<file path="src/rtl/srx_regs.svh">
`ifndef SRX_REGS_SVH
`define SRX_REGS_SVH

// ----------------------------------------------------------------------
// Opcodes
// ----------------------------------------------------------------------
`define SRX_OP_PREBYTE 8'h18
`define SRX_OP_PULL_IDX 8'h38
`define SRX_OP_ROTL_A 8'h49
`define SRX_OP_ROTL_B 8'h59
`define SRX_OP_ROTL_EXT 8'h79
`define SRX_OP_ROTL_IDX 8'h69
`define SRX_OP_ROTR_A 8'h46
`define SRX_OP_ROTR_B 8'h56
`define SRX_OP_ROTR_EXT 8'h76
`define SRX_OP_ROTR_IDX 8'h66
`define SRX_OP_RET_INT 8'h3B
`define SRX_OP_RTS 8'h39
`define SRX_OP_SUB_BA 8'h10

// ----------------------------------------------------------------------
// Condition-code bit positions and fixed addresses
// ----------------------------------------------------------------------
`define SRX_CC_S 7
`define SRX_CC_X 6
`define SRX_CC_H 5
`define SRX_CC_I 4
`define SRX_CC_N 3
`define SRX_CC_Z 2
`define SRX_CC_V 1
`define SRX_CC_C 0
`define SRX_DUMMY_ADDR 16'hFFFF
`define SRX_RESET_CC 8'hD0
`define SRX_RESET_SP 16'h00FF
`define SRX_RESET_PC 16'h0000

`endif

</file>
<file path="src/rtl/srx_pkg.sv">
package srx_pkg;

	// One-hot execution states.
	typedef enum logic [8:0] {
		SRX_FETCH = 9'h001,
		SRX_DECODE = 9'h002,
		SRX_ADDR_HI = 9'h004,
		SRX_ADDR_LO = 9'h008,
		SRX_IDLE_RD = 9'h010,
		SRX_OPER_RD = 9'h020,
		SRX_DUMMY2 = 9'h040,
		SRX_WRITE = 9'h080,
		SRX_STACK = 9'h100
	} srx_state_type;

	typedef enum logic [2:0] {
		SRX_K_NONE = 3'h0,
		SRX_K_ROTL = 3'h1,
		SRX_K_ROTR = 3'h2,
		SRX_K_PULL_Y = 3'h3,
		SRX_K_RET_INT = 3'h4,
		SRX_K_RTS = 3'h5
	} srx_kind_type;

endpackage

</file>
<file path="src/rtl/srx_core.sv">
`timescale 1ns/1ps
`default_nettype none
`include "srx_regs.svh"

module srx_core
	import srx_pkg::*;
(
	input wire logic sys_clk,
	input wire logic rst_n,
	input wire logic [7:0] mem_rdata,
	input wire logic nonmaskable_ext_interrupt,
	output logic [15:0] mem_addr,
	output logic [7:0] mem_wdata,
	output logic mem_rw,
	output logic [7:0] accumulator_one,
	output logic [7:0] accumulator_two,
	output logic [7:0] condition_code_register,
	output logic [15:0] index_x,
	output logic [15:0] index_y,
	output logic [15:0] stack_pointer,
	output logic [15:0] program_counter,
	output logic instr_done
);

	// ------------------------------------------------------------------
	// State record
	// ------------------------------------------------------------------
	typedef struct packed {
		srx_state_type st;
		srx_kind_type kind;
		logic pre_y;
		logic use_b;
		logic mem_form;
		logic indexed;
		logic [3:0] step;
		logic [15:0] ea;
		logic [7:0] tmp;
		logic [15:0] addr;
		logic [7:0] wdata;
		logic rw;
		logic done;
		logic [7:0] a;
		logic [7:0] b;
		logic [7:0] cc;
		logic [15:0] x;
		logic [15:0] y;
		logic [15:0] sp;
		logic [15:0] pc;
	} srx_core_state_type;

	srx_core_state_type s_r;
	srx_core_state_type s_nxt;

	logic [7:0] rot_in;
	logic rot_right;
	logic [7:0] rot_res;
	logic rot_n;
	logic rot_z;
	logic rot_v;
	logic rot_c;
	logic [7:0] sub_res;
	logic [15:0] sp_inc;

	// ------------------------------------------------------------------
	// Shared rotate unit
	// ------------------------------------------------------------------
	// Memory forms rotate the latched operand. Register forms rotate A or B
	// during decode, where the opcode still sits in tmp and picks both the
	// accumulator and the direction, so they finish in two cycles.
	assign rot_in = s_r.mem_form ? s_r.tmp : (s_r.tmp[4] ? s_r.b : s_r.a);
	assign rot_right = (s_r.st == SRX_DECODE) ? ~s_r.tmp[3]
		: (s_r.kind == SRX_K_ROTR);
	assign sub_res = s_r.a - s_r.b;
	assign sp_inc = s_r.sp + 16'h0001;

	srx_rotate u_rot (
		.operand(rot_in),
		.carry_in(s_r.cc[`SRX_CC_C]),
		.dir_right(rot_right),
		.result(rot_res),
		.n_flag(rot_n),
		.z_flag(rot_z),
		.v_flag(rot_v),
		.c_flag(rot_c)
	);

	// ------------------------------------------------------------------
	// Sequencer
	// ------------------------------------------------------------------
	// Each state is one bus cycle; addr and rw are set for the next cycle.
	always_comb begin
		s_nxt = s_r;
		s_nxt.done = 1'b0;
		s_nxt.rw = 1'b1;
		s_nxt.wdata = 8'h00;
		case (s_r.st)
			SRX_FETCH: begin
				// Opcode byte on the bus at addr this cycle.
				s_nxt.pc = s_r.pc + 16'h0001;
				s_nxt.addr = s_r.pc + 16'h0001;
				s_nxt.mem_form = 1'b0;
				s_nxt.indexed = 1'b0;
				s_nxt.use_b = 1'b0;
				s_nxt.kind = SRX_K_NONE;
				s_nxt.step = 4'h0;
				s_nxt.st = SRX_DECODE;
				if (mem_rdata == `SRX_OP_PREBYTE && !s_r.pre_y) begin
					s_nxt.pre_y = 1'b1;
					s_nxt.st = SRX_FETCH;
				end else begin
					s_nxt.tmp = mem_rdata;
				end
			end
			SRX_DECODE: begin
				// Second cycle: operand byte or idle read at opcode plus one.
				case (s_r.tmp)
					`SRX_OP_ROTL_A, `SRX_OP_ROTL_B,
					`SRX_OP_ROTR_A, `SRX_OP_ROTR_B: begin
						// Register forms end here, in their second cycle.
						if (s_r.tmp[4]) begin
							s_nxt.b = rot_res;
						end else begin
							s_nxt.a = rot_res;
						end
						s_nxt.cc[`SRX_CC_N] = rot_n;
						s_nxt.cc[`SRX_CC_Z] = rot_z;
						s_nxt.cc[`SRX_CC_V] = rot_v;
						s_nxt.cc[`SRX_CC_C] = rot_c;
						s_nxt.addr = s_r.pc;
						s_nxt.done = 1'b1;
						s_nxt.pre_y = 1'b0;
						s_nxt.st = SRX_FETCH;
					end
					`SRX_OP_ROTL_EXT, `SRX_OP_ROTR_EXT: begin
						s_nxt.kind = s_r.tmp[3] ? SRX_K_ROTL
							: SRX_K_ROTR;
						s_nxt.mem_form = 1'b1;
						s_nxt.ea = {mem_rdata, 8'h00};
						s_nxt.pc = s_r.pc + 16'h0001;
						s_nxt.addr = s_r.pc + 16'h0001;
						s_nxt.st = SRX_ADDR_LO;
					end
					`SRX_OP_ROTL_IDX, `SRX_OP_ROTR_IDX: begin
						s_nxt.kind = s_r.tmp[3] ? SRX_K_ROTL
							: SRX_K_ROTR;
						s_nxt.mem_form = 1'b1;
						s_nxt.indexed = 1'b1;
						s_nxt.ea = (s_r.pre_y ? s_r.y : s_r.x)
							+ {8'h00, mem_rdata};
						s_nxt.pc = s_r.pc + 16'h0001;
						s_nxt.addr = `SRX_DUMMY_ADDR;
						s_nxt.st = SRX_IDLE_RD;
					end
					`SRX_OP_PULL_IDX, `SRX_OP_RET_INT, `SRX_OP_RTS: begin
						s_nxt.kind = (s_r.tmp == `SRX_OP_RET_INT) ? SRX_K_RET_INT :
							(s_r.tmp == `SRX_OP_RTS) ? SRX_K_RTS : SRX_K_PULL_Y;
						s_nxt.addr = s_r.sp;
						s_nxt.st = SRX_STACK;
					end
					`SRX_OP_SUB_BA: begin
						s_nxt.a = sub_res;
						s_nxt.cc[`SRX_CC_N] = sub_res[7];
						s_nxt.cc[`SRX_CC_Z] = (sub_res == 8'h00);
						s_nxt.cc[`SRX_CC_V] = (s_r.a[7] & ~s_r.b[7] & ~sub_res[7])
							| (~s_r.a[7] & s_r.b[7] & sub_res[7]);
						s_nxt.cc[`SRX_CC_C] = (~s_r.a[7] & s_r.b[7])
							| (s_r.b[7] & sub_res[7])
							| (sub_res[7] & ~s_r.a[7]);
						s_nxt.addr = s_r.pc;
						s_nxt.done = 1'b1;
						s_nxt.pre_y = 1'b0;
						s_nxt.st = SRX_FETCH;
					end
					default: begin
						// Opcodes outside this group are treated as a no-op.
						s_nxt.addr = s_r.pc;
						s_nxt.done = 1'b1;
						s_nxt.pre_y = 1'b0;
						s_nxt.st = SRX_FETCH;
					end
				endcase
			end
			SRX_ADDR_LO: begin
				s_nxt.ea = {s_r.ea[15:8], mem_rdata};
				s_nxt.pc = s_r.pc + 16'h0001;
				s_nxt.addr = {s_r.ea[15:8], mem_rdata};
				s_nxt.st = SRX_OPER_RD;
			end
			SRX_IDLE_RD: begin
				// Indexed forms idle at the dummy address before the operand.
				s_nxt.addr = s_r.ea;
				s_nxt.st = SRX_OPER_RD;
			end
			SRX_OPER_RD: begin
				s_nxt.tmp = mem_rdata;
				s_nxt.addr = `SRX_DUMMY_ADDR;
				s_nxt.step = 4'h0;
				s_nxt.st = SRX_DUMMY2;
			end
			SRX_DUMMY2: begin
				// The prebyte fetch already gives the Y form its extra cycle,
				// so every memory form writes right after one dummy read.
				s_nxt.addr = s_r.ea;
				s_nxt.wdata = rot_res;
				s_nxt.rw = 1'b0;
				s_nxt.st = SRX_WRITE;
			end
			SRX_WRITE: begin
				// Write cycle of a memory rotate: commit the flags with it.
				s_nxt.cc[`SRX_CC_N] = rot_n;
				s_nxt.cc[`SRX_CC_Z] = rot_z;
				s_nxt.cc[`SRX_CC_V] = rot_v;
				s_nxt.cc[`SRX_CC_C] = rot_c;
				s_nxt.addr = s_r.pc;
				s_nxt.done = 1'b1;
				s_nxt.pre_y = 1'b0;
				s_nxt.st = SRX_FETCH;
			end
			SRX_STACK: begin
				// Step 0 is the idle read at SP; later steps pull bytes.
				if (s_r.step != 4'h0) begin
					s_nxt.sp = sp_inc;
					case (s_r.kind)
						SRX_K_RET_INT: begin
							case (s_r.step)
								4'h1: begin
									s_nxt.cc = mem_rdata;
									s_nxt.cc[`SRX_CC_X] = mem_rdata[`SRX_CC_X]
										& s_r.cc[`SRX_CC_X];
								end
								4'h2: s_nxt.b = mem_rdata;
								4'h3: s_nxt.a = mem_rdata;
								4'h4: s_nxt.x[15:8] = mem_rdata;
								4'h5: s_nxt.x[7:0] = mem_rdata;
								4'h6: s_nxt.y[15:8] = mem_rdata;
								4'h7: s_nxt.y[7:0] = mem_rdata;
								4'h8: s_nxt.pc[15:8] = mem_rdata;
								default: s_nxt.pc[7:0] = mem_rdata;
							endcase
						end
						SRX_K_RTS: begin
							if (s_r.step == 4'h1) begin
								s_nxt.pc[15:8] = mem_rdata;
							end else begin
								s_nxt.pc[7:0] = mem_rdata;
							end
						end
						default: begin
							if (s_r.step == 4'h1) begin
								s_nxt.y[15:8] = mem_rdata;
							end else begin
								s_nxt.y[7:0] = mem_rdata;
							end
						end
					endcase
				end
				s_nxt.step = s_r.step + 4'h1;
				// SP moves before the address, so the next pull is new SP plus one.
				s_nxt.addr = s_nxt.sp + 16'h0001;
				// Last pull: 9 bytes for interrupt return, 2 otherwise.
				if ((s_r.kind == SRX_K_RET_INT && s_r.step == 4'h9)
					|| (s_r.kind != SRX_K_RET_INT && s_r.step == 4'h2)) begin
					s_nxt.addr = (s_r.kind == SRX_K_PULL_Y) ? s_r.pc
						: {s_nxt.pc[15:8], mem_rdata};
					s_nxt.done = 1'b1;
					s_nxt.pre_y = 1'b0;
					s_nxt.st = SRX_FETCH;
				end
			end
			default: begin
				s_nxt.st = SRX_FETCH;
				s_nxt.addr = s_r.pc;
			end
		endcase
		// Interrupt recognition comes last so that it wins over a pulled byte.
		if (nonmaskable_ext_interrupt) begin
			s_nxt.cc[`SRX_CC_X] = 1'b1;
		end
	end

	// ------------------------------------------------------------------
	// State register
	// ------------------------------------------------------------------
	// Reset forces X and I set; only reset or the nonmaskable interrupt
	// may raise X.
	always_ff @(posedge sys_clk) begin
		if (!rst_n) begin
			s_r <= '0;
			s_r.st <= SRX_FETCH;
			s_r.kind <= SRX_K_NONE;
			s_r.rw <= 1'b1;
			s_r.cc <= `SRX_RESET_CC;
			s_r.sp <= `SRX_RESET_SP;
			s_r.pc <= `SRX_RESET_PC;
			s_r.addr <= `SRX_RESET_PC;
		end else begin
			s_r <= s_nxt;
		end
	end

	assign mem_addr = s_r.addr;
	assign mem_wdata = s_r.wdata;
	assign mem_rw = s_r.rw;
	assign accumulator_one = s_r.a;
	assign accumulator_two = s_r.b;
	assign condition_code_register = s_r.cc;
	assign index_x = s_r.x;
	assign index_y = s_r.y;
	assign stack_pointer = s_r.sp;
	assign program_counter = s_r.pc;
	assign instr_done = s_r.done;

endmodule

`default_nettype wire

</file>
<file path="src/rtl/srx_rotate.sv">
`timescale 1ns/1ps
`default_nettype none

// ----------------------------------------------------------------------
// Rotate through carry with flag update
// ----------------------------------------------------------------------
module srx_rotate (
	input wire logic [7:0] operand,
	input wire logic carry_in,
	input wire logic dir_right,
	output logic [7:0] result,
	output logic n_flag,
	output logic z_flag,
	output logic v_flag,
	output logic c_flag
);

	// Both directions share the N, Z and V logic so the two forms never drift.
	always_comb begin
		if (dir_right) begin
			result = {carry_in, operand[7:1]};
			c_flag = operand[0];
		end else begin
			result = {operand[6:0], carry_in};
			c_flag = operand[7];
		end
		n_flag = result[7];
		z_flag = (result == 8'h00);
		v_flag = n_flag ^ c_flag;
	end

endmodule

`default_nettype wire

</file>
<file path="config.mk">
export PLATFORM = sky130hd
export DESIGN_NAME = srx_core
export DESIGN_NICKNAME = d
export VERILOG_FILES = /design/src/rtl/srx_pkg.sv /design/src/rtl/srx_core.sv /design/src/rtl/srx_rotate.sv
export VERILOG_INCLUDE_DIRS = /design/src /design/src/rtl
export SDC_FILE = /design/constraint.sdc
export NUM_CORES = 1
export LEC_CHECK = 0
export BUFFER_PORTS_ARGS = -buffer_cell sky130_fd_sc_hd__buf_2
export CAP_MARGIN = 40
export CELL_PAD_IN_SITES_DETAIL_PLACEMENT = 0
export CELL_PAD_IN_SITES_GLOBAL_PLACEMENT = 1
export CORE_MARGIN = 8
export CORE_UTILIZATION = 48
export DETAILED_ROUTE_END_ITERATION = 10
export GPL_ROUTABILITY_DRIVEN = 0
export GPL_TIMING_DRIVEN = 1
export PLACE_DENSITY = 0.95
export SLEW_MARGIN = 20
export SYNTH_ARGS = -nofsm -noshare
export SYNTH_HDL_FRONTEND = slang
export SYNTH_SLANG_ARGS = --single-unit
</file>
<file path="constraint.sdc">
create_clock -name sys_clk -period 5.21 [get_ports sys_clk]
set_input_delay 0.521 -clock sys_clk [delete_from_list [all_inputs] [get_ports sys_clk]]
set_output_delay 0.521 -clock sys_clk [all_outputs]
set_load 0.005 [all_outputs]
</file>
Yosys cells after proc, flatten, opt, wreduce, memory -nomap -nowiden
Index checks and enable logic that the tools add are counted.

word-level totals
  flip-flop bits (word level) = 156
  input port bits = 11
  output and inout port bits = 114

cells by class
  add/sub/neg operators = 6
  equal/unequal tests = 61
  mux-type cells = 61
  bitwise gates (word level) = 17
  reduce and logical (&&, ||, !) cells = 46

operators by type and width
  cell                                            count
  two-way mux 88 bit                              2
  case mux 16 bit (2 select lines)                5
  two-way mux 8 bit                               19
  case mux 16 bit (3 select lines)                2
  case mux 16 bit (6 select lines)                1
  == test 8 x 7 -> 1 bit (second input constant)  8
  two-way mux 16 bit                              4
  case mux 9 bit (6 select lines)                 1
  adder 16 x 1 -> 16 bit (second input constant)  3
  two-way mux 40 bit                              1
  case mux 8 bit (2 select lines)                 2
  case mux 9 bit (3 select lines)                 1
  == test 8 x 6 -> 1 bit (second input constant)  3
  inequality test 2 bit (second input constant)   11
  inequality test 3 bit (second input constant)   6
  AND reduction 6 bit                             3
  adder 16 x 8 -> 16 bit                          1
  == test 4 x 3 -> 1 bit (second input constant)  4
  == test 8 x 5 -> 1 bit (second input constant)  2
  zero test 8 bit                                 2
  case mux 4 bit (2 select lines)                 2
  AND reduction 4 bit                             4
  AND reduction 5 bit                             3
  OR reduction 2 bit                              7
  other kinds (43)                                94

Depth between registers and ports, before layout
  depth after elaboration = 9
  depth in mapped cells = 14
  depth with buffers taken out = 13

Modules after synthesis
From an unflattened synthesis, not the netlist that was laid out.

unflattened totals
  cell total of the unflattened synthesis = 1442
  area, all modules = 10963.0 um^2

by module, submodules not included
  module      instances  cells an instance  area an instance (um^2)  seq. area each (um^2)
  srx_core    1          1423               10806.6                  3103.0
  srx_rotate  1          19                 156.4                    0.0

Worst setup path before layout
No wires, ideal clock.

  path type = register to register
  from = register s_r[145] in the netlist's numbering
  to = register s_r[134] in the netlist's numbering
  library setup time = 91 ps
  data arrival time = 3457 ps
  slack = 1662 ps
  cell stages (with the launch flop) = 15
  buffers on the path = 3
  cells stage by stage = dfxtp_1 -> clkbuf_1 -> buf_1 -> buf_1 -> mux2_2 -> ha_1 -> inv_1 -> fa_1 -> nand2b_1 -> a21oi_1 -> o41ai_1 -> a211oi_1 -> xnor2_1 -> nand2_1 -> a311oi_1

between the ends
  cells in the longest elaborated chain, start to end = 4

RTL lines
  element                           line             RTL
  from (decl)                       srx_core.sv:51   srx_core_state_type s_r;
  from (signal assigned)            srx_core.sv:297  s_r <= s_nxt;
  two-way mux 16 bit                srx_core.sv:148  s_nxt.ea = (s_r.pre_y ? s_r.y : s_r.x)
  adder 16 x 8 -> 16 bit            srx_core.sv:149  + {8'h00, mem_rdata};
  case mux 16 bit (2 select lines)  srx_core.sv:116  case (s_r.tmp)
  case mux 16 bit (2 select lines)  srx_core.sv:96   case (s_r.st)

Every way passes these cells. The select of a mux whose other input is x is not followed.
A chain may end at the register's enable or synchronous reset.

Worst setup path after layout
Same ends and word-level chain as after synthesis.

==> impl_summary.txt <==
----------------------------------------------------
[Status]
  Outcome ... completed

[Min path]
  Class of the most critical hold timing path ... primary input to flop
  Worst hold start ... nonmaskable_ext_interrupt
  Worst Hold Path EP ... condition_code_register[6]
  Min-Delay Path Depth ... 2

[Cells and area]
  Highest-count cells in the layout ignoring fill and taps ... 155 x dfxtp_1, 148 x nor2_1, 124 x buf_2, 119 x nand2_1, 80 x mux2i_1
  Final nets ... 1385
  Area grow syn2layout ... 3.86%
  Final instance count without filler cells ... 1678
  Antenna fix cells ... 0
  Filler Cells Inserted ... 2283
  Fraction of final layout cells sized beyond drive strength 1 ... 0.178
  Most common cell after layout, fill and taps aside ... dfxtp_1
  Core utilization of the finished layout ... 0.501

[Setup path]
  Delay of the slowest critical-path stage ... 0.74 ns
  Slowest-stage cell, CP ... o41ai_1
  Data arrival time of the critical path ... 3.91 ns
  R2r worst-path depth ... 12
  R2R Path Start ... s_r[145]
  Critical Path Start ... s_r[145]
  Critical Path, Cell by Cell ... buf_4 -> mux2_2 -> ha_1 -> inv_1 -> fa_1 -> nand2b_1 -> a21oi_1 -> o41ai_1 -> a211oi_1 -> xnor2_1 -> nand2_1 -> a311oi_1
  End of the worst register-to-register path ... s_r[134]
  CP Launch Type ... flop
  Critical-path maximum fanout ... 15
  Worst Path Required ... 5.55 ns
  Register-to-Register Setup Slack ... 1.64 ns
  Element type at the critical path end ... flop
  Critical path class ... flop to flop

[Timing]
  Hold Fails Final Rpt ... 0
  Max Fclk ... 0.280 GHz
  Sum of negative setup slack ... 0 ns
  PnR worst setup slack ... 1.64 ns
  Final worst path period share ... 0.685
  Final Slew Violations ... 0
  Fin crit period ... 3.57 ns
  Max_slew headroom ... 0.428
  Unrepaired setup endpoints after global routing ... false
  Final setup violating endpoints ... 0
  Worst-Margin Slew ... 0.855 ns
  Minimum hold slack ... 0.275 ns
  Fin Clk Skew ... 0.0144 ns

[Synthesis]
  Most used flip-flop cell after synthesis ... dfxtp_1
  Total of flip-flops plus latches after synthesis ... 155
  Mean Syn Cell Area ... 7.96 sq um
  Proportion of register bits with asynchronous set or reset after synthesis ... 0
  Synthesized netlist net count ... 1443
  Netlist cell types ... 100
  Top post-synthesis cells by area ... dfxtp_1 28%, buf_4 8.3%, mux2i_1 7.2%
  Yosys warns ... 0
  Post-synth top area cell ... dfxtp_1
  Top cell type's share of synthesized area ... 0.277
  Post-Synthesis Cells ... 1405
  Count of flip-flops with a built-in enable after synthesis ... 0
  Mapped Area ... 11200 sq um
  Fraction of the yosys area taken by sequential cells ... 0.277

[Detailed routing]
  Starting DRT DRC Count ... 1160
  Top layer reached by signal wires ... met4
  Met1 Wirelength ... 14.8 mm
  Metal3 WL ... 3.80 mm
  Final routed DRC violation total ... 0
  Routed Wire Length ... 35.1 mm
  Number of nets still failing antenna checks after routing ... 0
  Average via count per standard cell ... 6.16
  Via count of the routed design ... 10335
  Wire length per cell after detailed routing ... 20.9 um
  Total iterations of the first detailed-routing run ... 7
  Routed wire length on met2 ... 15.5 mm

[Floorplan]
  Die area ... 28400 sq um
  Top-level port count ... 125
  Height of the die ... 169 um
  Starting density of the core ... 0.482
  Number of cell rows ... 56
  Overall die width ... 169 um
  Area of the core ... 23200 sq um

[Clock network]
  Hold buffers post-CTS ... 0
  Post-CTS setup repair buffer count ... 0
  Clk sinks ... 155
  Count of cells resized by post-cts repair ... 0
  Maximum buffer depth of the clock tree ... 2
  CTS Root Buffer Type ... clkbuf_16
  H-tree lvl count ... 4
  CTS clock-pin slew for the worst setup and hold paths ... 0.06 ns
  Insertion delay to the later sink of the worst-skew pair ... 0.44 ns
  TritonCTS Buffers ... 17
  Clock tree from TritonCTS ... built

[Placement]
  Port buffer count ... 124
  Post-placement setup slack ... 1.67 ns
  DP Cell Count ... 1643
  HPWL Detailed ... 25.6 mm

[GRT]
  Residual overflow from global routing ... 0
  Total GRT Usage ... 0.242
  Global-route wire length before repair ... 55.0 mm
  Largest net degree at the start of global routing ... 61
  Number of antenna violations at the first check in global routing ... 0
  Vias in the first global route ... 9773

[Power and ir drop]
  Peak supply drop ... 0.197 mV
  Power per cell area ... 260 nW/um^2
  Static power due to leakage ... 4.52 nW

[Job]
  Maximum capacitance violations ... 0

----------------------------------------------------
-- cell usage after synthesis, drive strengths merged, types with 16 or more instances --
library cell,n
a221oi,20
nand4,16
clkbuf,62
dfxtp,155
nand3,53
ha,24
o21ai,74
nor3,36
mux2,19
mux2i,80
a31oi,17
and2,18
a211oi,22
buf,161
nand2,119
and3,17
xor2,24
inv,33
nor2,151
a21oi,72
xnor2,35
-- logic make-up after synthesis --
group,share of synthesized area
AND/OR/NAND/NOR,0.228
AO/OA/AOI/OAI,0.192
buffers and inverters,0.133
flip-flops,0.277
multiplexers,0.0914
XOR/XNOR,0.0462
adder cells (fa/ha/maj),0.0322
-- flip-flops by register name, indices dropped and copies added, names as in the netlist, 16 cells and up --
| signal | flops |
|---|---|
| index_x | 16 |
| program_counter | 16 |
| mem_addr | 16 |
| s_r | 41 |
| index_y | 16 |
| stack_pointer | 16 |
-- worst max-delay path by stage --
stage                     slack [ns]           end
after floorplan                 1.66      s_r[134]
after global placement          1.70  mem_addr[13]
after detailed placement        1.67      s_r[134]
after CTS                       1.64      s_r[134]
after global routing            1.32      s_r[136]
final                           1.64      s_r[134]
-- layer usage --
metal | GRT usage | vias up
met5 | 0 | -
met4 | 0.0905 | 0
met3 | 0.0701 | 78
met2 | 0.373 | 571
met1 | 0.315 | 4881
li1 | - | 4805
-- where the power goes --
group | switching, mW | total [mW] | internal (mW)
clock | 0.523 | 1.25 | 0.725
sequential | 0.0602 | 1.29 | 1.23
combinational | 0.297 | 0.486 | 0.189
total | 0.880 | 3.02 | 2.14
-- worst max-delay path, delay by kind of cell, from the launching register on --
kind / cells / cell delay [ns]
AOI/OAI and AO/OA: 4 / 1.27
buffers and inverters: 2 / 0.39
xor gates and xnor gates: 1 / 0.19
DFF: 1 / 0.67
muxes: 1 / 0.36
adders and majority gates: 2 / 0.37
and+or+nand+nor: 2 / 0.23
-- final cells by class --
cell class	count	area (sq um)	area share
clock buffers	19	453	0.0390
clock inverters	12	123	0.0106
flip-flops and latches	155	3100	0.267
well taps	319	399	0.0344
inverters	33	124	0.0107
multi-input cells	994	6590	0.567
repair buffers	146	823	0.0709
-- stage by stage --
| stage | instance area [sq um] | power, mW |
|---|---|---|
| global placement | 10900 | 1.77 |
| detailed placement | 11000 | 1.78 |
| finish | 11600 | 3.02 |
| floorplan | 11200 | 1.67 |
| CTS | 11600 | 3.01 |
| global route | 11600 | 3.13 |
Power figures use the tool's default switching activity.
